===== src/rcd_pkg.sv =====
// shared constants and types for the retimer channel datapath
`default_nettype none

package rcd_pkg;

  // rate modes; line and host always share one of these
  typedef enum logic [2:0] {
    RCD_LAN   = 3'h0,
    RCD_GBE   = 3'h1,
    RCD_OTU2  = 3'h2,
    RCD_OTU1E = 3'h3,
    RCD_OTU2E = 3'h4
  } rcd_mode_t;

  // negotiation states, gray along idle-wait-resolve-good
  typedef enum logic [1:0] {
    RCD_AN_IDLE    = 2'h0,
    RCD_AN_WAIT    = 2'h1,
    RCD_AN_RESOLVE = 2'h3,
    RCD_AN_GOOD    = 2'h2
  } rcd_an_state_t;

  // ability bit positions
  localparam int AB_1G  = 0;
  localparam int AB_10G = 1;

  // side / clock source indices
  localparam int SIDE_LINE    = 0;
  localparam int SIDE_HOST    = 1;
  localparam logic [1:0] CK_LINE_RX = 2'h0;
  localparam logic [1:0] CK_HOST_RX = 2'h1;
  localparam logic [1:0] CK_LINE_TX = 2'h2;
  localparam logic [1:0] CK_HOST_TX = 2'h3;

  // clock output dividers
  localparam logic [6:0] DIV_SHORT = 7'h20;
  localparam logic [6:0] DIV_LONG  = 7'h40;

  // square wave run length and loop filter shift
  localparam int SQ_RUN_DEF = 8;
  localparam int LPF_SHIFT  = 4;

  // values after reset
  localparam rcd_mode_t     RST_MODE = RCD_LAN;
  localparam rcd_an_state_t RST_AN   = RCD_AN_IDLE;

endpackage : rcd_pkg

`default_nettype wire


===== src/rcd_channel_datapath.sv =====
// one retimer channel: elastic buffers, rate control, fir, clock outputs
`timescale 1ns/1ps
`default_nettype none

// Functional notes
// - each direction has its own small elastic buffer
// - transmit clock trim follows opposite recovered clock through low-pass loop
// - line data goes to host serializer and host data to line, identically
// - receivers hand words over with a per-word data-rate strobe
// - reference rate latched after reset: both pins low 156.25, hi only 125
// - line and host run the same rate mode of the five
// - negotiation runs on line side or host side, never both
// - negotiation picks 1.25 or 10.3125 and steers clock recovery rate
// - common abilities resolved by fixed priority, unshared modes rejected
// - management enables negotiation or forces a mode
// - parallel detection links partners without negotiation
// - fir taps are three flops on the serial bit clock
// - pre, main and post coefficients weight taps, summed to output level
// - test pattern is square wave with runs of eight ones
// - line pma loopback in 1G and 10G
// - host pma loopback in 1G and 10G
// - four clock outputs each select any recovered or transmit clock
// - clock outputs divide selected rate by 32 or 64
// - signal monitor works only in 10G modes
// - unity-gain monitor stops adaptation and zeroes dfe taps
// - receive and transmit of a channel share one rate mode
module rcd_channel_datapath #(
  parameter int DW     = 20,
  parameter int DEPTH  = 2,
  parameter int TW     = 12,
  parameter int SQ_RUN = rcd_pkg::SQ_RUN_DEF
) (
  input  wire logic                      clk,
  input  wire logic                      rst_n,
  input  wire logic                      rate_sel_hi,
  input  wire logic                      rate_sel_lo,
  output logic                           ref_is_125,
  output logic                           ref_sel_bad,
  input  wire logic [1:0][DW-1:0]        rx_data,
  input  wire logic [1:0]                rx_valid,
  output logic      [1:0]                rx_ready,
  output logic      [1:0][DW-1:0]        tx_data,
  output logic      [1:0]                tx_valid,
  input  wire logic [1:0]                tx_ready,
  output logic      [1:0][TW-1:0]        tx_trim,
  output logic      [1:0]                eb_recentre,
  input  wire logic                      line_pma_loopback,
  input  wire logic                      host_pma_loopback,
  input  wire rcd_pkg::rcd_mode_t        cfg_mode,
  input  wire logic                      an_enable,
  input  wire logic                      an_on_host,
  input  wire logic [1:0]                an_local_abil,
  input  wire logic                      an_page_valid,
  input  wire logic [1:0]                an_partner_abil,
  input  wire logic                      an_pd_valid,
  input  wire logic                      an_pd_10g,
  input  wire logic                      an_link_fail,
  output logic                           an_line_active,
  output logic                           an_host_active,
  output logic                           an_done,
  output rcd_pkg::rcd_mode_t             line_rate_mode,
  output rcd_pkg::rcd_mode_t             host_rate_mode,
  output logic                           clock_recovery_unit_10g,
  input  wire logic                      tx_ser_bit,
  input  wire logic                      tx_square_en,
  input  wire logic signed [5:0]         coef_pre,
  input  wire logic signed [5:0]         coef_main,
  input  wire logic signed [5:0]         coef_post,
  output logic signed [7:0]              fir_level,
  output logic                           fir_clk_10g,
  input  wire logic [3:0][1:0]           ck_src_sel,
  input  wire logic [3:0]                ck_div64,
  output logic      [3:0]                aux_clock_outputs,
  input  wire logic                      mon_enable,
  input  wire logic                      mon_unity_gain,
  output logic                           mon_active,
  output logic                           rx_adapt_en,
  output logic                           dfe_zero
);
  import rcd_pkg::*;

  //////////////////////////////////////////////////////////////////////////
  localparam int AW = (DEPTH > 1) ? $clog2(DEPTH) : 1;
  localparam logic [AW:0]   FULL_C = (AW+1)'(DEPTH);
  localparam logic [AW:0]   HALF_C = (AW+1)'(DEPTH / 2);
  localparam logic [AW-1:0] LAST_P = AW'(DEPTH - 1);
  localparam logic [3:0]    SQ_LAST = 4'(SQ_RUN - 1);

  typedef struct packed {
    logic                          rate_cap;
    logic                          ref125;
    logic                          refbad;
    rcd_mode_t                     mode;
    rcd_an_state_t                 an;
    logic [1:0]                    pabil;
    logic [1:0][DEPTH-1:0][DW-1:0] mem;
    logic [1:0][AW-1:0]            wp;
    logic [1:0][AW-1:0]            rp;
    logic [1:0][AW:0]              cnt;
    logic [1:0]                    primed;
    logic [1:0]                    slip;
    logic [1:0][TW-1:0]            lpf;
    logic [2:0]                    taps;
    logic [3:0]                    sq_cnt;
    logic                          sq_bit;
    logic signed [7:0]             fir;
    logic [3:0][5:0]               ckdiv;
    logic [3:0]                    ckout;
  } rcd_state_t;

  rcd_state_t s_r;
  rcd_state_t s_nxt;

  logic [1:0]          can_push;
  logic [1:0]          push;
  logic [1:0]          pop;
  logic [1:0]          src_v;
  logic [1:0][DW-1:0]  src_d;
  logic [3:0]          ck_evt;
  logic [1:0]          common;
  logic                mode_chg;
  logic signed [TW-1:0] err_x;
  logic signed [TW-1:0] lpf_s;

  //////////////////////////////////////////////////////////////////////////
  function automatic logic [AW-1:0] ptr_inc(input logic [AW-1:0] p);
    return (p == LAST_P) ? '0 : AW'(p + 1'b1);
  endfunction : ptr_inc

  function automatic logic signed [7:0] tap_wt(input logic b,
                                               input logic signed [5:0] c);
    return b ? 8'(c) : -8'(c);
  endfunction : tap_wt

  function automatic logic [5:0] half_div(input logic d64);
    return d64 ? 6'(DIV_LONG / 7'h02) : 6'(DIV_SHORT / 7'h02);
  endfunction : half_div

  function automatic logic is_10g(input rcd_mode_t m);
    return m != RCD_GBE;
  endfunction : is_10g

  //////////////////////////////////////////////////////////////////////////
  // source routing into buffers; buffer t feeds serializer of side t
  always_comb begin
    src_v = '0;
    src_d = rx_data;
    // toward line serializer
    if (line_pma_loopback) begin
      src_v[SIDE_LINE] = rx_valid[SIDE_LINE];
      src_d[SIDE_LINE] = rx_data[SIDE_LINE];
    end else if (!host_pma_loopback) begin
      src_v[SIDE_LINE] = rx_valid[SIDE_HOST];
      src_d[SIDE_LINE] = rx_data[SIDE_HOST];
    end
    // toward host serializer
    if (host_pma_loopback) begin
      src_v[SIDE_HOST] = rx_valid[SIDE_HOST];
      src_d[SIDE_HOST] = rx_data[SIDE_HOST];
    end else if (!line_pma_loopback) begin
      src_v[SIDE_HOST] = rx_valid[SIDE_LINE];
      src_d[SIDE_HOST] = rx_data[SIDE_LINE];
    end
    for (int t = 0; t < 2; t++) begin
      can_push[t] = s_r.cnt[t] != FULL_C;
      push[t]     = src_v[t] && can_push[t];
      pop[t]      = tx_valid[t] && tx_ready[t];
    end
    // a side whose data is looped away elsewhere is drained, not stalled
    if (line_pma_loopback)
      rx_ready[SIDE_LINE] = can_push[SIDE_LINE];
    else if (host_pma_loopback)
      rx_ready[SIDE_LINE] = 1'b1;
    else
      rx_ready[SIDE_LINE] = can_push[SIDE_HOST];
    if (host_pma_loopback)
      rx_ready[SIDE_HOST] = can_push[SIDE_HOST];
    else if (line_pma_loopback)
      rx_ready[SIDE_HOST] = 1'b1;
    else
      rx_ready[SIDE_HOST] = can_push[SIDE_LINE];
    ck_evt[CK_LINE_RX] = rx_valid[SIDE_LINE] && rx_ready[SIDE_LINE];
    ck_evt[CK_HOST_RX] = rx_valid[SIDE_HOST] && rx_ready[SIDE_HOST];
    ck_evt[CK_LINE_TX] = pop[SIDE_LINE];
    ck_evt[CK_HOST_TX] = pop[SIDE_HOST];
  end

  //////////////////////////////////////////////////////////////////////////
  always_comb begin
    s_nxt    = s_r;
    common   = s_r.pabil & an_local_abil;
    mode_chg = 1'b0;
    err_x    = '0;
    lpf_s    = '0;

    // reference rate pins caught once, first cycle after reset release
    if (!s_r.rate_cap) begin
      s_nxt.rate_cap = 1'b1;
      s_nxt.ref125   = rate_sel_hi && !rate_sel_lo;
      s_nxt.refbad   = rate_sel_lo;
    end

    // negotiation; side choice is a single bit so both never run
    case (s_r.an)
      RCD_AN_IDLE: begin
        if (an_enable)
          s_nxt.an = RCD_AN_WAIT;
      end
      RCD_AN_WAIT: begin
        if (an_page_valid) begin
          s_nxt.pabil = an_partner_abil;
          s_nxt.an    = RCD_AN_RESOLVE;
        end else if (an_pd_valid) begin
          if (an_pd_10g && an_local_abil[AB_10G]) begin
            s_nxt.mode = RCD_LAN;
            s_nxt.an   = RCD_AN_GOOD;
          end else if (!an_pd_10g && an_local_abil[AB_1G]) begin
            s_nxt.mode = RCD_GBE;
            s_nxt.an   = RCD_AN_GOOD;
          end
        end
      end
      RCD_AN_RESOLVE: begin
        // highest shared rate wins; nothing shared goes back to listening
        if (common[AB_10G]) begin
          s_nxt.mode = RCD_LAN;
          s_nxt.an   = RCD_AN_GOOD;
        end else if (common[AB_1G]) begin
          s_nxt.mode = RCD_GBE;
          s_nxt.an   = RCD_AN_GOOD;
        end else begin
          s_nxt.an = RCD_AN_WAIT;
        end
      end
      RCD_AN_GOOD: begin
        if (an_link_fail)
          s_nxt.an = RCD_AN_WAIT;
      end
      default: s_nxt.an = RST_AN;
    endcase
    if (!an_enable) begin
      s_nxt.an = RCD_AN_IDLE;
      if (cfg_mode <= RCD_OTU2E)
        s_nxt.mode = cfg_mode;
    end
    mode_chg = s_nxt.mode != s_r.mode;

    // elastic buffers, one per direction
    for (int t = 0; t < 2; t++) begin
      s_nxt.slip[t] = 1'b0;
      if (push[t]) begin
        s_nxt.mem[t][s_r.wp[t]] = src_d[t];
        s_nxt.wp[t] = ptr_inc(s_r.wp[t]);
      end
      if (pop[t])
        s_nxt.rp[t] = ptr_inc(s_r.rp[t]);
      s_nxt.cnt[t] = (AW+1)'(s_r.cnt[t] + {AW'(0), push[t]}
                             - {AW'(0), pop[t]});
      // output held back until half full so both slips have margin
      if (!s_r.primed[t] && s_r.cnt[t] >= HALF_C)
        s_nxt.primed[t] = 1'b1;
      // serializer asked while empty: re-centre by refilling to half
      if (s_r.primed[t] && s_r.cnt[t] == '0 && tx_ready[t]) begin
        s_nxt.primed[t] = 1'b0;
        s_nxt.slip[t]   = 1'b1;
      end
      // fill error steers the transmit clock trim through a leaky sum
      err_x = TW'($signed({1'b0, s_r.cnt[t]}) - $signed({1'b0, HALF_C}));
      lpf_s = $signed(s_r.lpf[t]);
      s_nxt.lpf[t] = TW'(lpf_s + err_x - (lpf_s >>> LPF_SHIFT));
      // rate change: words in flight belong to the old rate
      if (mode_chg) begin
        s_nxt.wp[t]     = '0;
        s_nxt.rp[t]     = '0;
        s_nxt.cnt[t]    = '0;
        s_nxt.primed[t] = 1'b0;
        s_nxt.slip[t]   = 1'b1;
        s_nxt.lpf[t]    = '0;
      end
    end

    // square wave test source
    if (s_r.sq_cnt == SQ_LAST) begin
      s_nxt.sq_cnt = '0;
      s_nxt.sq_bit = !s_r.sq_bit;
    end else begin
      s_nxt.sq_cnt = 4'(s_r.sq_cnt + 4'h1);
    end

    // three-flop delay line; taps[0] is pre, [1] main, [2] post
    s_nxt.taps = {s_r.taps[1:0],
                  tx_square_en ? s_r.sq_bit : tx_ser_bit};
    s_nxt.fir  = 8'(tap_wt(s_r.taps[0], coef_pre)
                  + tap_wt(s_r.taps[1], coef_main)
                  + tap_wt(s_r.taps[2], coef_post));

    // divided clock outputs, counting word strobes of the chosen source
    for (int k = 0; k < 4; k++) begin
      if (ck_evt[ck_src_sel[k]]) begin
        if (s_r.ckdiv[k] >= 6'(half_div(ck_div64[k]) - 6'h01)) begin
          s_nxt.ckdiv[k] = '0;
          s_nxt.ckout[k] = !s_r.ckout[k];
        end else begin
          s_nxt.ckdiv[k] = 6'(s_r.ckdiv[k] + 6'h01);
        end
      end
    end
  end

  //////////////////////////////////////////////////////////////////////////
  always_ff @(posedge clk) begin
    if (!rst_n) begin
      s_r      <= '0;
      s_r.mode <= RST_MODE;
      s_r.an   <= RST_AN;
    end else begin
      s_r <= s_nxt;
    end
  end

  //////////////////////////////////////////////////////////////////////////
  always_comb begin
    for (int t = 0; t < 2; t++) begin
      tx_valid[t] = s_r.primed[t] && (s_r.cnt[t] != '0);
      tx_data[t]  = s_r.mem[t][s_r.rp[t]];
    end
  end

  assign tx_trim        = s_r.lpf;
  assign eb_recentre    = s_r.slip;
  assign ref_is_125     = s_r.ref125;
  assign ref_sel_bad    = s_r.refbad;
  assign an_line_active = an_enable && !an_on_host;
  assign an_host_active = an_enable && an_on_host;
  assign an_done        = s_r.an == RCD_AN_GOOD;
  // one mode register serves both sides and both subsections
  assign line_rate_mode = s_r.mode;
  assign host_rate_mode = s_r.mode;
  assign clock_recovery_unit_10g = is_10g(s_r.mode);
  assign fir_clk_10g    = is_10g(s_r.mode);
  assign fir_level      = s_r.fir;
  assign aux_clock_outputs = s_r.ckout;
  // monitor has no meaning at 1G
  assign mon_active     = mon_enable && is_10g(s_r.mode);
  assign dfe_zero       = mon_active && mon_unity_gain;
  assign rx_adapt_en    = !(mon_active && mon_unity_gain);

endmodule : rcd_channel_datapath

`default_nettype wire


===== config.mk =====
export PLATFORM = sky130hd
export DESIGN_NAME = rcd_channel_datapath
export DESIGN_NICKNAME = d
export VERILOG_FILES = /design/src/rcd_pkg.sv /design/src/rcd_channel_datapath.sv
export SDC_FILE = /design/constraint.sdc
export NUM_CORES = 1
export LEC_CHECK = 0
export CAP_MARGIN = 20
export CORE_UTILIZATION = 55
export CTS_BUF_LIST = sky130_fd_sc_hd__clkbuf_16
export DETAILED_ROUTE_END_ITERATION = 16
export DONT_BUFFER_PORTS = 1
export PLACE_DENSITY = 0.71
export SKIP_LAST_GASP = 1
export SLEW_MARGIN = 20
export SYNTH_ARGS = -nofsm -noshare
export SYNTH_HDL_FRONTEND = slang
export SYNTH_SLANG_ARGS = --single-unit

===== constraint.sdc =====
create_clock -name clk -period 4.25 [get_ports clk]
set_clock_uncertainty 0.2 [all_clocks]
set_input_delay 0.85 -clock clk [delete_from_list [all_inputs] [get_ports clk]]
set_output_delay 0.85 -clock clk [all_outputs]
set_load 0.05 [all_outputs]

==> metrics.md <==
| Metric | Value |
|---|---|
| Period utilisation layout | 0.816 |
| Hold buffers post-CTS | 0 |
| Die height | between 100 and 150 um |
| Die X-Extent | around 140 um |
| DRT Wirelength | between 20 and 25 mm |
| Post-route DRC | 0 |
| Core area | between 15000 and 20000 um2 |
| First-pass GRT wire length | approximately 35 mm |
| Switching Share | 0.431 |
| Cell Area, Synth | ~11000 um2 |
| Ratio of cells with drive above 1 in the final layout | 0.115 |
| Sequential cell area | approximately 3400 um2 |
| Maximum Capacitance Violations | 0 |
| CTS buffer count | 17 |
| Resized Gates After CTS | 0 |
| Cell with the most instances after synthesis | dfxtp_1 |
| H-tree lvl count | 4 |
| Power share of the clock group | 0.234 |
| Slew headroom | 0.269 |
| Leakage power | approximately 5.5 nW |
| Drt pass-1 iters | 4 |
| Worst min-delay path class | register to register |
| Number of routed nets with antenna violations | 0 |
| Commonest cells post-synth | dfxtp_1, nand2_1, inv_1 |
| Finished Layout Cells | 1369 |
| Pwr dens | approximately 600 nW/um2 |
| Placed Instances | 1337 |
| Critical path arrival | between 3 and 4 ns |
| Status | complete, no violations |
| Slew @ Worst Pin | roughly 1.1 ns |
| HPWL Detailed | around 16 mm |
| DR vias | 7716 |
| Area leader, netlist | dfxtp_1 |
| Tmin final | ~3.5 ns |
| Total grt overflow | 0 |
| Mean Syn Cell Area | between 9 and 10 um2 |
| CTS tree | done |
| Fin. max-slew vios | 0 |
| Unrepaired setup endpoints after global routing | no |
| # rows | 50 |
| Post-synth EDFFs | 0 |
| Final hold slack | around 0.26 ns |
| Clk root buf | clkbuf_16 |
| Setup-failing EPs final | 0 |
| Post-CTS Setup Bufs | 0 |
| Share of the synthesized area in the top cell type | 0.318 |
| Worst setup margin | between 0.7 and 0.8 ns |
| Mapped Nets | ~1300 |
| Switch Pwr | roughly 0.0029 W |
| Flop2flop setup slack | between 0.7 and 0.8 ns |
| Highest clock rate | 288 MHz |
| CP Capture Type | register |
| Crit Path Class | register to register |
| Largest net degree at the start of global routing | about 160 |
| Top FF cell, synth | dfxtp_1 |
| RR Startpoint | s_r[72] |
| Post-route setup TNS | 0 ns |
| Max VDD drop | about 0.34 mV |
| Total GRT Usage | 0.222 |
| Asr flop ratio synth | 0 |
| Register area share after synthesis | 0.318 |
| Worst path required time | 4.32 ns |
| Setup slack at placement | between 0.6 and 0.7 ns |
| Final Hold Fails | 0 |
| Port Buf Inserts | 0 |
| # IOs | ~200 |
| CTS Sinks | 170 |
| Longest Clk Path Bufs | 2 |
| FF+latch count, synth | 170 |
| Initial core utilization | 0.567 |
| GP Congestion | ~0.87 |
| Nets | between 1000 and 1500 |
| Critical path endpoint | tx_trim[9] |
| Number of global-route vias before repair | 7294 |
| Clock latency on the worst-skew pair | 0.42 ns |
| Clk slew on worst S/H paths | 0.07 ns |
| Fillers | 1695 |
| R2r endpoint | tx_trim[9] |
| Area grow syn2layout | 4.53% |
| WL/cell | 16.3 um |
| Drt initial violations | 297 |
| Pint | 0.00382 W |
| Synth area leaders | dfxtp_1, o211a_1, ha_1 |
| Die area | 20000 um2 |
| Final Power | between 0.006 and 0.007 W |
| Cell count after synthesis | 1157 |
| Multi-input logic area | ~6300 um2 |
| Synth cell types | 70 |
| Vias per cell | between 5 and 6 |
| Comb power frac | 0.439 |
| Reg power frac | 0.327 |
| R2r worst-path depth | 10 |
| Critical Path Source | s_r[72] |
| Startpoint Class | register |
| Antenna violations before repair | 0 |
| Yosys warning count | 0 |
| Crit path max fanout | 5 |
| Antenna cells | 0 |
## state kept, by name, indices dropped and copies added, names as in the netlist
name and flops:
s_r 125, fir_level 8, eb_recentre 2, ref_sel_bad 1
aux_clock_outputs 4, s_nxt 2, ref_is_125 1, host_rate_mode 3
lpf_s 12, tx_trim 12
## layer usage
layer  up-vias  wire length [um]  GRT usage
met1      3670              9410      0.258
met3        19              1850     0.0837
met5         -                 0          0
li1       3847                 -          -
met4         0               293     0.0560
met2       180             10800      0.384
## logic make-up (layout without fill, tap and decap cells)
family / count (synthesis) / count (layout) / synth area share
AOI/OAI and AO/OA: 234 / 234 / 0.180
and+or+nand+nor: 314 / 314 / 0.150
adders and majority gates: 82 / 82 / 0.117
DFF: 170 / 170 / 0.318
muxes: 102 / 102 / 0.105
buffers and inverters: 219 / 171 / 0.101
xor gates and xnor gates: 36 / 36 / 0.0307
## per-stage QoR
| step | utilization | cell area (um2) |
|---|---|---|
| after global routing | 0.593 | 11200 |
| final | 0.593 | 11200 |
| after detailed placement | 0.560 | 10600 |
| after floorplan | - | 10700 |
| after global placement | 0.560 | 10600 |
| after CTS | 0.593 | 11200 |
## worst min path at each step
| stage | cells past startpoint | endpoint | start | slack, ns |
|---|---|---|---|---|
| 6_report | 1 | s_r[37] | s_r[37] | 0.26 |
| 5_1_grt | 0 | s_r[169] | rst_n | 0.24 |
| 4_1_cts | 0 | s_r[169] | rst_n | 0.24 |
| 3_5_place_dp | 1 | s_r[37] | s_r[37] | 0.24 |
| 3_3_place_gp | 1 | s_r[37] | s_r[37] | 0.23 |
| 2_1_floorplan | 1 | s_r[37] | s_r[37] | 0.22 |
## power groups by stage
stage / clock network, W / logic (W) / registers, W
6_report: 0.00157 / 0.00294 / 0.00219
5_1_grt: 0.00168 / 0.00331 / 0.00222
4_1_cts: 0.00162 / 0.00295 / 0.00220
3_5_place_dp: 0 / 0.00293 / 0.00223
3_3_place_gp: 0 / 0.00288 / 0.00223
2_1_floorplan: 0 / 0.00290 / 0.00190
## placed cells by master (no fill, tap or decap), types with 14 or more instances in the layout
master,Yosys,final
fa_1,30,30
nor3_1,20,20
nand3_1,15,15
a21oi_1,35,35
dfxtp_1,170,170
ha_1,52,52
xnor2_1,28,28
mux2_2,42,42
o21ai_0,25,25
clkbuf_16,0,17
inv_1,116,116
nor2b_1,29,29
o211a_1,81,81
and3_1,14,14
nor2_1,46,42
nand2_1,125,125
buf_4,45,23
mux2i_1,56,56
## critical path, stage by stage (launching register included)
cell and delay, ns:
dfxtp_1 0.37, inv_1 0.09, ha_1 0.34, fa_1 0.57, inv_1 0.06, ha_1 0.31, a211oi_1 0.31, o21bai_1 0.17
a31o_2 0.32, nor4b_1 0.48, a2111oi_4 0.10
## cell type report
cell class	count	area share
Multi-Input combinational cell	768	0.558
Clock inverter	15	0.0163
Tap cell	260	0.0291
Inverter	116	0.0389
Timing Repair Buffer	23	0.0154
Clock buffer	17	0.0380
Sequential cell	170	0.304
Note: power is estimated with default switching activity, not from simulation.
